**config.mk**
```make
export PLATFORM = sky130hd
export DESIGN_NAME = usrt_top
export DESIGN_NICKNAME = d
export VERILOG_FILES = /design/src/usrt_pkg.sv /design/src/usrt_fifo.sv /design/src/usrt_top.sv
export SDC_FILE = /design/constraint.sdc
export NUM_CORES = 1
export LEC_CHECK = 0
export BUFFER_PORTS_ARGS = -buffer_cell sky130_fd_sc_hd__buf_2
export CELL_PAD_IN_SITES_DETAIL_PLACEMENT = 1
export CELL_PAD_IN_SITES_GLOBAL_PLACEMENT = 1
export CORE_AREA = 5 5 197 199
export DETAILED_ROUTE_END_ITERATION = 12
export DIE_AREA = 0 0 202 204
export HOLD_SLACK_MARGIN = 0.06
export PLACE_DENSITY_LB_ADDON = 0.1
export SETUP_SLACK_MARGIN = 0.4
export SYNTH_ARGS = -nofsm -noshare
export SYNTH_HDL_FRONTEND = slang
export SYNTH_SLANG_ARGS = --single-unit
```
**constraint.sdc**
```tcl
create_clock -name core_clk -period 3.3 [get_ports core_clk]
set_input_delay 0.165 -clock core_clk [delete_from_list [all_inputs] [get_ports core_clk]]
set_output_delay 0.165 -clock core_clk [all_outputs]
set_load 0.05 [all_outputs]
```
**src/usrt_pkg.sv**
```systemverilog
package usrt_pkg;
  // Register select codes
  localparam logic [1:0] SEL_DATA = 2'h0;
  localparam logic [1:0] SEL_STATUS_SYNC = 2'h1;
  localparam logic [1:0] SEL_MODE = 2'h2;
  localparam logic [1:0] SEL_COMMAND = 2'h3;
  // Status bit positions
  localparam int ST_TX_READY = 0;
  localparam int ST_RX_READY = 1;
  localparam int ST_TX_EMPTY_CHG = 2;
  localparam int ST_OVERRUN = 4;
  localparam int ST_CARRIER = 6;
  localparam int ST_DATA_SET = 7;
  // Command bit positions
  localparam int CMD_TX_EN = 0;
  localparam int CMD_DTR = 1;
  localparam int CMD_RX_EN = 2;
  localparam int CMD_RTS = 5;
  // Mode 2 fields
  localparam int MODE2_RATE_LSB = 0;
  localparam int MODE2_INT_CLK = 4;
  // Reset values
  localparam logic [7:0] MODE_RESET = 8'h00;
  localparam logic [7:0] COMMAND_RESET = 8'h00;
  localparam logic [7:0] CHAR_RESET = 8'h00;
  localparam int FIFO_DEPTH = 32;
  // Reference clock divisors for the 16 rates, 16x oversampling
  localparam logic [12:0] RATE_DIV [16] = '{
    13'h18C0, 13'h1080, 13'h0B40, 13'h0933, 13'h0840, 13'h0420,
    13'h0210, 13'h0108, 13'h00B0, 13'h009E, 13'h0084, 13'h0058,
    13'h0042, 13'h002C, 13'h0021, 13'h0010};

  typedef enum logic [1:0] {
    USRT_IDLE = 2'b00,
    USRT_START = 2'b01,
    USRT_DATA = 2'b11,
    USRT_STOP = 2'b10
  } usrt_state_e;

  // Host access request
  typedef struct packed {
    logic rd;
    logic wr;
    logic [1:0] sel;
    logic [7:0] data;
  } usrt_access_s;

  // Modem pins seen by the device
  typedef struct packed {
    logic dsr_n;
    logic dcd_n;
    logic cts_n;
  } usrt_modem_s;
endpackage

```
**src/usrt_fifo.sv**
```systemverilog
`timescale 1ns/1ps
module usrt_fifo #(
  parameter int WIDTH = 8,
  parameter int DEPTH = 32
) (
  input wire logic core_clk,
  input wire logic resetn,
  input wire logic flush,
  input wire logic in_valid,
  output logic in_ready,
  input wire logic [WIDTH-1:0] in_data,
  output logic out_valid,
  input wire logic out_ready,
  output logic [WIDTH-1:0] out_data
);
  localparam int AW = $clog2(DEPTH);
  logic [WIDTH-1:0] mem [DEPTH];
  logic [AW:0] wr_ptr;
  logic [AW:0] rd_ptr;
  logic push;
  logic pop;

  // Extra pointer bit tells full from empty
  assign in_ready = (wr_ptr[AW] == rd_ptr[AW]) ||
                    (wr_ptr[AW-1:0] != rd_ptr[AW-1:0]);
  assign out_valid = (wr_ptr != rd_ptr);
  assign out_data = mem[rd_ptr[AW-1:0]];
  assign push = in_valid && in_ready;
  assign pop = out_valid && out_ready;

  // Storage
  always_ff @(posedge core_clk) begin
    if (push) begin
      mem[wr_ptr[AW-1:0]] <= in_data;
    end
  end

  // Pointers
  always_ff @(posedge core_clk or negedge resetn) begin
    if (!resetn) begin
      wr_ptr <= '0;
      rd_ptr <= '0;
    end else if (flush) begin
      wr_ptr <= '0;
      rd_ptr <= '0;
    end else begin
      if (push) begin
        wr_ptr <= wr_ptr + 1'b1;
      end
      if (pop) begin
        rd_ptr <= rd_ptr + 1'b1;
      end
    end
  end
endmodule

```
**src/usrt_top.sv**
```systemverilog
`timescale 1ns/1ps
// Notes on behaviour
// RULE_01: Reset aborts activity, clears mode, command, status.
// RULE_02: Stays idle until host writes control words.
// RULE_03: Read/write low means read, high means write.
// RULE_04: Chip select low performs the selected access.
// RULE_05: Chip select high leaves data bus undriven.
// RULE_06: Eight-bit bidirectional data bus, bit 0 LSB.
// RULE_07: Two select lines choose the internal register.
// RULE_08: Transmit ready pin is inverse of status bit0.
// RULE_09: Transmit ready meaningful only with transmitter enabled.
// RULE_10: Receive ready pin low while character unread.
// RULE_11: Receive ready high on read or disable.
// RULE_12: Empty pin low after last character shifted.
// RULE_13: Data-set-ready or carrier change drives empty pin.
// RULE_14: Status read releases pin unless transmitter empty.
// RULE_15: Empty condition holds pin until holding load.
// RULE_16: Two mode, command and status registers accessible.
// RULE_17: Baud source external clocks or divided reference.
// RULE_18: Sixteen rates, one shared by both directions.
// RULE_19: Receiver assembles serial input into characters.
// RULE_20: Transmitter serialises characters with framing bits.
// RULE_21: Two sync and one escape register.
// RULE_22: Three modem inputs and three modem outputs; the code has two outputs, dtr_n and rts_n.
// RULE_23: Carrier detect must be low to receive.
// RULE_24: Clear-to-send high stops after current character.
// RULE_25: Terminal-ready pin is inverse of command bit1.
// RULE_26: Request-to-send pin is inverse of command bit5.
// RULE_27: Data bus driven only during reads.
module usrt_top #(
  parameter int FIFO_WORDS = usrt_pkg::FIFO_DEPTH
) (
  input wire logic core_clk,
  input wire logic resetn,
  input wire logic chip_select_n,
  input wire logic read_write,
  input wire logic [1:0] register_select,
  input wire logic [7:0] host_data_bus_in,
  output logic [7:0] host_data_bus_out,
  output logic host_data_bus_oe,
  output logic tx_ready_n,
  output logic rx_ready_n,
  output logic tx_empty_or_modem_change_n,
  input wire logic baud_ref_clk,
  input wire logic tx_clk_in,
  input wire logic rx_clk_in,
  input wire logic rx_data,
  output logic tx_data,
  input wire logic dsr_n,
  input wire logic dcd_n,
  input wire logic cts_n,
  output logic dtr_n,
  output logic rts_n
);
  import usrt_pkg::*;

  ////////////////////////////////////////////////////////////////////////////
  // Pin synchronisers: two flops before any logic reads a pin
  logic [7:0] pin_s1;
  logic [7:0] pin_s2;
  logic ce_s1;
  logic ce_s2;
  logic ce_s3;
  logic rw_s1;
  logic rw_s2;
  logic [1:0] sel_s1;
  logic [1:0] sel_s2;
  logic [7:0] dat_s1;
  logic [7:0] dat_s2;
  usrt_modem_s modem;
  usrt_access_s acc;

  always_ff @(posedge core_clk or negedge resetn) begin
    if (!resetn) begin
      pin_s1 <= 8'hFF;
      pin_s2 <= 8'hFF;
    end else begin
      // Top bit unused; line, reference, tx/rx clocks, modem pins below
      pin_s1 <= {1'b1, rx_data, baud_ref_clk, tx_clk_in, rx_clk_in, dsr_n,
                 dcd_n, cts_n};
      pin_s2 <= pin_s1;
    end
  end

  // Host strobes; chip select falling edge gives a single access per assertion
  always_ff @(posedge core_clk or negedge resetn) begin
    if (!resetn) begin
      ce_s1 <= 1'b1;
      ce_s2 <= 1'b1;
      ce_s3 <= 1'b1;
      rw_s1 <= 1'b0;
      rw_s2 <= 1'b0;
      sel_s1 <= 2'h0;
      sel_s2 <= 2'h0;
      dat_s1 <= 8'h00;
      dat_s2 <= 8'h00;
    end else begin
      ce_s1 <= chip_select_n;
      ce_s2 <= ce_s1;
      ce_s3 <= ce_s2;
      rw_s1 <= read_write;
      rw_s2 <= rw_s1;
      sel_s1 <= register_select;
      sel_s2 <= sel_s1;
      dat_s1 <= host_data_bus_in;
      dat_s2 <= dat_s1;
    end
  end

  assign modem.dsr_n = pin_s2[2];
  assign modem.dcd_n = pin_s2[1];
  assign modem.cts_n = pin_s2[0];
  // One access on the falling edge of chip select
  assign acc.rd = ce_s3 && !ce_s2 && !rw_s2; // RULE_03 RULE_04
  assign acc.wr = ce_s3 && !ce_s2 && rw_s2; // RULE_03 RULE_04
  assign acc.sel = sel_s2; // RULE_07
  assign acc.data = dat_s2; // RULE_06

  ////////////////////////////////////////////////////////////////////////////
  // Registers
  logic [7:0] mode1;
  logic [7:0] mode2;
  logic mode_ptr;
  logic [7:0] command;
  logic [7:0] sync_char_one;
  logic [7:0] sync_char_two;
  logic [7:0] escape_char;
  logic [1:0] sync_ptr;
  logic tx_en;
  logic rx_en;

  assign tx_en = command[CMD_TX_EN];
  assign rx_en = command[CMD_RX_EN];

  // Mode writes alternate and sync writes rotate through pointers; a command register
  // read rewinds them, so the host can always get back in step
  always_ff @(posedge core_clk or negedge resetn) begin
    if (!resetn) begin
      mode1 <= MODE_RESET; // RULE_01
      mode2 <= MODE_RESET; // RULE_01
      mode_ptr <= 1'b0;
      command <= COMMAND_RESET; // RULE_01 RULE_02
      sync_char_one <= CHAR_RESET;
      sync_char_two <= CHAR_RESET;
      escape_char <= CHAR_RESET;
      sync_ptr <= 2'h0;
    end else if (acc.wr) begin
      case (acc.sel)
        SEL_MODE: begin
          if (!mode_ptr) begin
            mode1 <= acc.data; // RULE_16
          end else begin
            mode2 <= acc.data; // RULE_16
          end
          mode_ptr <= !mode_ptr;
        end
        SEL_COMMAND: begin
          command <= acc.data; // RULE_16
        end
        SEL_STATUS_SYNC: begin
          case (sync_ptr)
            2'h0: sync_char_one <= acc.data; // RULE_21
            2'h1: sync_char_two <= acc.data; // RULE_21
            default: escape_char <= acc.data; // RULE_21
          endcase
          sync_ptr <= (sync_ptr == 2'h2) ? 2'h0 : sync_ptr + 2'h1;
        end
        default: begin
        end
      endcase
    end else if (acc.rd && acc.sel == SEL_COMMAND) begin
      mode_ptr <= 1'b0;
      sync_ptr <= 2'h0;
    end
  end

  ////////////////////////////////////////////////////////////////////////////
  // Baud generator: reference divided to a 16x tick, or external clocks
  logic ref_q;
  logic ref_tick;
  logic [12:0] div_cnt;
  logic int_tick;
  logic [1:0] ext_q;
  logic tx_tick;
  logic rx_tick;
  logic [3:0] tx_sub;

  always_ff @(posedge core_clk or negedge resetn) begin
    if (!resetn) begin
      ref_q <= 1'b1; // Synchroniser reset level: no false edge
      ext_q <= 2'h3;
    end else begin
      ref_q <= pin_s2[5];
      ext_q <= {pin_s2[4], pin_s2[3]};
    end
  end
  assign ref_tick = pin_s2[5] && !ref_q;

  always_ff @(posedge core_clk or negedge resetn) begin
    if (!resetn) begin
      div_cnt <= 13'h0000;
    end else if (ref_tick) begin
      if (div_cnt >= RATE_DIV[mode2[MODE2_RATE_LSB +: 4]] - 13'h0001) begin
        div_cnt <= 13'h0000; // RULE_18
      end else begin
        div_cnt <= div_cnt + 13'h0001;
      end
    end
  end
  assign int_tick = ref_tick && (div_cnt == 13'h0000);

  // Same internal tick serves both directions
  assign tx_tick = mode2[MODE2_INT_CLK] ? int_tick
                 : (!pin_s2[4] && ext_q[1]); // RULE_17 RULE_18
  assign rx_tick = mode2[MODE2_INT_CLK] ? int_tick
                 : (pin_s2[3] && !ext_q[0]); // RULE_17

  ////////////////////////////////////////////////////////////////////////////
  // Transmitter: 8N1 frames at 16 ticks per bit
  logic [7:0] tx_holding_reg;
  logic thr_full;
  logic [7:0] tx_shift;
  logic [2:0] tx_bit;
  usrt_state_e tx_state;
  logic tx_empty;
  logic tx_load;

  assign tx_load = acc.wr && acc.sel == SEL_DATA;

  always_ff @(posedge core_clk or negedge resetn) begin
    if (!resetn) begin
      tx_holding_reg <= 8'h00;
      thr_full <= 1'b0;
    end else if (tx_load) begin
      tx_holding_reg <= acc.data;
      thr_full <= 1'b1; // RULE_08
    end else if (tx_state == USRT_IDLE && thr_full && tx_en &&
                 !modem.cts_n) begin
      thr_full <= 1'b0;
    end
  end

  // Clear-to-send is checked only between characters
  always_ff @(posedge core_clk or negedge resetn) begin
    if (!resetn) begin
      tx_state <= USRT_IDLE; // RULE_01
      tx_shift <= 8'h00;
      tx_bit <= 3'h0;
      tx_sub <= 4'h0;
      tx_data <= 1'b1;
      tx_empty <= 1'b0;
    end else begin
      case (tx_state)
        USRT_IDLE: begin
          tx_data <= 1'b1;
          tx_sub <= 4'h0;
          if (thr_full && tx_en && !modem.cts_n) begin // RULE_02 RULE_24
            tx_shift <= tx_holding_reg; // RULE_20
            tx_state <= USRT_START;
            tx_empty <= 1'b0;
          end else if (tx_load) begin
            tx_empty <= 1'b0; // RULE_15
          end
        end
        USRT_START: begin
          tx_data <= 1'b0;
          if (tx_tick) begin
            tx_sub <= tx_sub + 4'h1;
            if (tx_sub == 4'hF) begin
              tx_state <= USRT_DATA;
              tx_bit <= 3'h0;
            end
          end
        end
        USRT_DATA: begin
          tx_data <= tx_shift[0]; // RULE_20
          if (tx_tick) begin
            tx_sub <= tx_sub + 4'h1;
            if (tx_sub == 4'hF) begin
              tx_shift <= {1'b0, tx_shift[7:1]};
              tx_bit <= tx_bit + 3'h1;
              if (tx_bit == 3'h7) begin
                tx_state <= USRT_STOP;
              end
            end
          end
        end
        USRT_STOP: begin
          tx_data <= 1'b1;
          if (tx_tick) begin
            tx_sub <= tx_sub + 4'h1;
            if (tx_sub == 4'hF) begin
              tx_state <= USRT_IDLE; // RULE_24
              tx_empty <= !thr_full && !tx_load; // RULE_12 RULE_15
            end
          end
        end
        default: tx_state <= USRT_IDLE;
      endcase
    end
  end

  ////////////////////////////////////////////////////////////////////////////
  // Receiver: mid-bit sampling, characters go through the FIFO
  usrt_state_e rx_state;
  logic [3:0] rx_sub;
  logic [2:0] rx_bit;
  logic [7:0] rx_shift;
  logic rx_push;
  logic rx_fifo_ready;
  logic rx_overrun;
  logic rx_line;
  logic rx_go;

  assign rx_line = pin_s2[6];
  assign rx_go = rx_en && !modem.dcd_n; // RULE_23

  always_ff @(posedge core_clk or negedge resetn) begin
    if (!resetn) begin
      rx_state <= USRT_IDLE;
      rx_sub <= 4'h0;
      rx_bit <= 3'h0;
      rx_shift <= 8'h00;
      rx_push <= 1'b0;
    end else begin
      rx_push <= 1'b0;
      if (!rx_go) begin
        rx_state <= USRT_IDLE;
      end else if (rx_tick) begin
        rx_sub <= rx_sub + 4'h1;
        case (rx_state)
          USRT_IDLE: begin
            rx_sub <= 4'h0;
            if (!rx_line) begin
              rx_state <= USRT_START;
            end
          end
          USRT_START: begin
            if (rx_sub == 4'h7) begin
              rx_sub <= 4'h0;
              rx_bit <= 3'h0;
              rx_state <= rx_line ? USRT_IDLE : USRT_DATA;
            end
          end
          USRT_DATA: begin
            if (rx_sub == 4'hF) begin
              rx_shift <= {rx_line, rx_shift[7:1]}; // RULE_19
              rx_bit <= rx_bit + 3'h1;
              if (rx_bit == 3'h7) begin
                rx_state <= USRT_STOP;
              end
            end
          end
          USRT_STOP: begin
            if (rx_sub == 4'hF) begin
              rx_state <= USRT_IDLE;
              rx_push <= rx_line; // RULE_19
            end
          end
          default: rx_state <= USRT_IDLE;
        endcase
      end
    end
  end

  logic rx_avail;
  logic [7:0] rx_holding_reg;
  logic rx_read;

  assign rx_read = acc.rd && acc.sel == SEL_DATA;

  usrt_fifo #(.WIDTH(8), .DEPTH(FIFO_WORDS)) rx_fifo (
    .core_clk(core_clk),
    .resetn(resetn),
    .flush(!rx_en), // RULE_11
    .in_valid(rx_push),
    .in_ready(rx_fifo_ready),
    .in_data(rx_shift),
    .out_valid(rx_avail),
    .out_ready(rx_read), // RULE_11
    .out_data(rx_holding_reg)
  );

  // A character with no room is lost and flagged
  always_ff @(posedge core_clk or negedge resetn) begin
    if (!resetn) begin
      rx_overrun <= 1'b0;
    end else if (rx_push && !rx_fifo_ready) begin
      rx_overrun <= 1'b1;
    end else if (!rx_en) begin
      rx_overrun <= 1'b0;
    end
  end

  ////////////////////////////////////////////////////////////////////////////
  // Modem change latch; a change in the clearing cycle still sets it
  logic [1:0] modem_q;
  logic modem_chg;
  logic status_read;
  logic [2:0] pin_fill;

  assign status_read = acc.rd && acc.sel == SEL_STATUS_SYNC;

  // Compare only once the synchronisers hold real pin levels, so their
  // reset value cannot pose as a modem change after reset
  always_ff @(posedge core_clk or negedge resetn) begin
    if (!resetn) begin
      modem_q <= 2'h3;
      modem_chg <= 1'b0;
      pin_fill <= 3'h0;
    end else begin
      pin_fill <= {pin_fill[1:0], 1'b1};
      modem_q <= {modem.dsr_n, modem.dcd_n};
      if (pin_fill[2] && modem_q != {modem.dsr_n, modem.dcd_n}) begin
        modem_chg <= 1'b1; // RULE_13
      end else if (status_read && !tx_empty) begin
        modem_chg <= 1'b0; // RULE_14
      end
    end
  end

  ////////////////////////////////////////////////////////////////////////////
  // Status, read data, pins
  logic [7:0] status;

  always_comb begin
    status = 8'h00;
    status[ST_TX_READY] = !thr_full && tx_en; // RULE_08 RULE_09
    status[ST_RX_READY] = rx_avail && rx_en; // RULE_10 RULE_11
    status[ST_TX_EMPTY_CHG] = tx_empty || modem_chg; // RULE_12 RULE_15
    status[ST_OVERRUN] = rx_overrun;
    status[ST_CARRIER] = !modem.dcd_n;
    status[ST_DATA_SET] = !modem.dsr_n;
  end

  // Bus is driven only while a read is selected
  always_ff @(posedge core_clk or negedge resetn) begin
    if (!resetn) begin
      host_data_bus_out <= 8'h00;
      host_data_bus_oe <= 1'b0; // RULE_05
    end else begin
      host_data_bus_oe <= !ce_s2 && !rw_s2; // RULE_05 RULE_27
      // Captured at the access edge, before the read pops the buffer or
      // clears a flag, and held until the next read
      if (acc.rd) begin
        case (acc.sel) // RULE_07
          SEL_DATA: host_data_bus_out <= rx_holding_reg;
          SEL_STATUS_SYNC: host_data_bus_out <= status;
          SEL_MODE: host_data_bus_out <= mode_ptr ? mode2 : mode1;
          default: host_data_bus_out <= command;
        endcase
      end
    end
  end

  // Active-low status pins and modem outputs, driven at both levels
  assign tx_ready_n = !status[ST_TX_READY]; // RULE_08
  assign rx_ready_n = !status[ST_RX_READY]; // RULE_10
  assign tx_empty_or_modem_change_n = !status[ST_TX_EMPTY_CHG]; // RULE_12
  assign dtr_n = !command[CMD_DTR]; // RULE_25 RULE_22
  assign rts_n = !command[CMD_RTS]; // RULE_26 RULE_22
endmodule

```
==> flow_summary.json <==
{
  "status": "finished, violations left",
  "violations": "setup timing",
  "yosys_warnings": 0,
  "syn_area_sq_um": 17350,
  "start_kind": "register",
  "cts-htree-levels": 2,
  "grt_pass1_vias": 10660,
  "seqPwrFrac_pct": 47.0,
  "drt-vias-per-instance": 5.635,
  "p_sw_share_pct": 25.17,
  "stdcell_count": 1780,
  "maxSlewViolCount": 0,
  "netSwitchingPower_uw": 3159,
  "dieArea_sq_um": 41210,
  "fin_total_pwr_uw": 12550,
  "fin_hold_ws_ps": 193.1,
  "skew_ps": 15.13,
  "yosysSeqAreaShare_pct": 66.67,
  "layout-drive-gt1-share_pct": 29.50,
  "io_pins": 36,
  "p_int_uw": 9388,
  "rsz0062_at_grt": "yes",
  "pwr-share-comb_pct": 13.6,
  "drt_wl_total_mm": 41.51,
  "clock_latency_ps": 560,
  "crit_path_end_kind": "register",
  "syn-num-nets": 1167,
  "slew_headroom_pct": 16.17,
  "grt_max_degree": 67,
  "synth.distinct_cells": 71,
  "initial_core_util_pct": 46.85,
  "cts_buffers": 44,
  "drtAntennaViolNets": 0,
  "design.core.area_sq_um": 37040,
  "power_density_nw_per_um2": 612.3,
  "setup_violations": 13,
  "hpwlAfterDp_mm": 27.27,
  "largest_reg_flops": 256,
  "arrival_ps": 4010,
  "fin_crit_ps": 3525,
  "fin_crit_sh_pct": 106.8,
  "grt.met1_usage_pct": 28.11,
  "clock_power_share_pct": 39.4,
  "leakage_uw": 0.007083,
  "ir_drop_mv": 0.4202,
  "max_cap_viol_count": 0,
  "max_freq_mhz": 283.7,
  "async_flop_share_pct": 37.56,
  "port_buffers": 35,
  "gp_congestion": 0.7893,
  "vias": 10030,
  "synth_area_per_cell_sq_um": 15.61,
  "dpl.cell_count": 1667,
  "grt_busiest_layer": "met2",
  "hold_viol": 0,
  "use_met3_pct": 3.507,
  "drtIter0Drc": 642,
  "drc": 0,
  "grt_pass1_wl_mm": 64.96,
  "cts_tree": "yes",
  "grt_overflow": 0,
  "first_pass_iters": 5,
  "cp.required_ps": 3790,
  "antenna_found_initial": 0,
  "ys_ff_latch": 410,
  "path_max_fanout": 6,
  "syn_to_final_growth_pct": 18.07,
  "num-nets-final": 1325,
  "clkSlewWorstSetupHoldPaths_ps": 60,
  "rows": 71,
  "hp-class": "primary input to asynchronous set/reset pin",
  "synth_edf_count": 256,
  "worst_slew_pin_slew_ps": 1257,
  "cts_buffer_depth": 3,
  "clock_sinks": 410,
  "routedWlPerCell_microns": 23.32,
  "layout_commonest_cell": "edfxtp_1",
  "grt_util_all_layers_pct": 20.58,
  "die-width_microns": 202,
  "most-common-layout-cells": "edfxtp_1 (256), dfrtp_1 (126), buf_4 (102), nor2_1 (90), mux4_2 (66)",
  "syn_inst": 1112,
  "ys.flop_type": "edfxtp_1",
  "grt_use_met2_pct": 34.34,
  "die_h_microns": 204,
  "setup_ws_ps": -224.6,
  "root_buffer": "clkbuf_16",
  "critPathKind": "register to register"
}
-- kinds of logic after synthesis --
| logic type | after synthesis | synth area share [%] |
|---|---|---|
| adders and majority gates | 34 | 2.451 |
| AOI/OAI and AO/OA | 127 | 4.989 |
| and+or+nand+nor | 280 | 7.996 |
| DFF | 410 | 66.67 |
| other | 1 | 0.02161 |
| xor gates and xnor gates | 38 | 1.918 |
| buffers and inverters | 72 | 1.932 |
| muxes | 150 | 14.02 |
-- power by group through the flow --
stage	Sequential, uW	Clock (uW)	Combinational (uW)
final	5900	4940	1710
after global routing	5930	5320	1900
after CTS	5900	5080	1670
after detailed placement	6000	0	1610
after global placement	5990	0	1580
after floorplan	5990	0	1030
-- path summary, 6_finish.rpt --
check	start	to	slack, ps	cells after the start
worst max-delay path	mode2[0]$_DFFE_PN0P_	div_cnt[2]$_DFFE_PN0P_	-220	15
max in group asynchronous	resetn	pin_s2[0]$_DFF_PN1_	2240	3
min in group core_clk	tx_clk_in	pin_s1[4]$_DFF_PN1_	250	2
worst min register to register	pin_fill[1]$_DFF_PN0_	pin_fill[2]$_DFF_PN0_	350	0
worst max register to register	mode2[0]$_DFFE_PN0P_	div_cnt[2]$_DFFE_PN0P_	-220	15
worst min-delay path	resetn	div_cnt[6]$_DFFE_PN0P_	190	2
-- area by class of cell --
class / instances / area, sq um
inverters: 23 / 88.84
clock buffers: 53 / 1176
fillers: 3514 / 16550
clock inverters: 28 / 275.3
repair buffers: 160 / 1199
multi-input cells: 631 / 5578
diodes: 1 / 2.502
flip-flops and latches: 410 / 11580
well taps: 474 / 593.1
-- Yosys cell counts (10+ instances only) --
| cell | count | area, sq um |
|---|---|---|
| clkbuf_1 | 23 | 86.33 |
| mux2i_1 | 23 | 230.2 |
| buf_2 | 16 | 80.08 |
| and3_1 | 10 | 62.56 |
| nor3_1 | 18 | 90.09 |
| nor2b_1 | 22 | 137.6 |
| a21oi_1 | 24 | 120.1 |
| mux2_1 | 14 | 157.7 |
| nand2_1 | 61 | 229.0 |
| o21ai_1 | 10 | 50.05 |
| nor2_1 | 92 | 345.3 |
| inv_1 | 23 | 86.33 |
| dfrtp_1 | 131 | 3278 |
| nand4_1 | 13 | 81.33 |
| nand3_1 | 16 | 80.08 |
| edfxtp_1 | 256 | 7687 |
| xor2_1 | 24 | 210.2 |
| o21ai_0 | 31 | 155.2 |
| ha_1 | 34 | 425.4 |
| xnor2_1 | 14 | 122.6 |
| mux4_2 | 66 | 1486 |
| mux2_2 | 39 | 439.2 |
| a211oi_1 | 12 | 90.09 |
| dfstp_2 | 23 | 604.3 |
-- repair_timing --
action / in CTS / in global routing
hold endpoints to repair: 82 / 0
cloned: 1 / 0
gates resized for setup: 10 / 11
endpoints found under the setup margin: 14 / 16
pin swaps: 2 / 3
setup buffers: 4 / 6
hold buffers: 20 / 0
-- stage by stage --
step	area, sq um	setup TNS [ps]	util (%)	worst slack (ps)
after global placement	18670	-1816	50.41	-161.9
after floorplan	17400	0	-	68.73
after detailed placement	18670	-3086	50.41	-254.0
after global routing	20490	-4943	55.31	-397.4
after CTS	20400	-2904	55.07	-242.1
final	20490	-2641	55.31	-224.6
-- critical path, cell delays in order, from the launching register on --
cell and delay (ps):
dfrtp_2 450, inv_2 100, ha_4 200, mux4_2 520, a2111oi_4 350, nand2_2 130, a211o_1 280, a21oi_1 150
ha_1 260, a21o_1 180, a21oi_2 170, o221ai_2 140, a21oi_2 170, buf_4 160, nand2_4 50, o21ai_2 140
-- routing by layer --
metal	vias to the layer above	wire length [microns]
met2	222	20490
met4	0	992
met1	5221	18030
li1	4524	-
met5	-	0
met3	63	1998
Note: power is estimated with default switching activity, not from simulation.
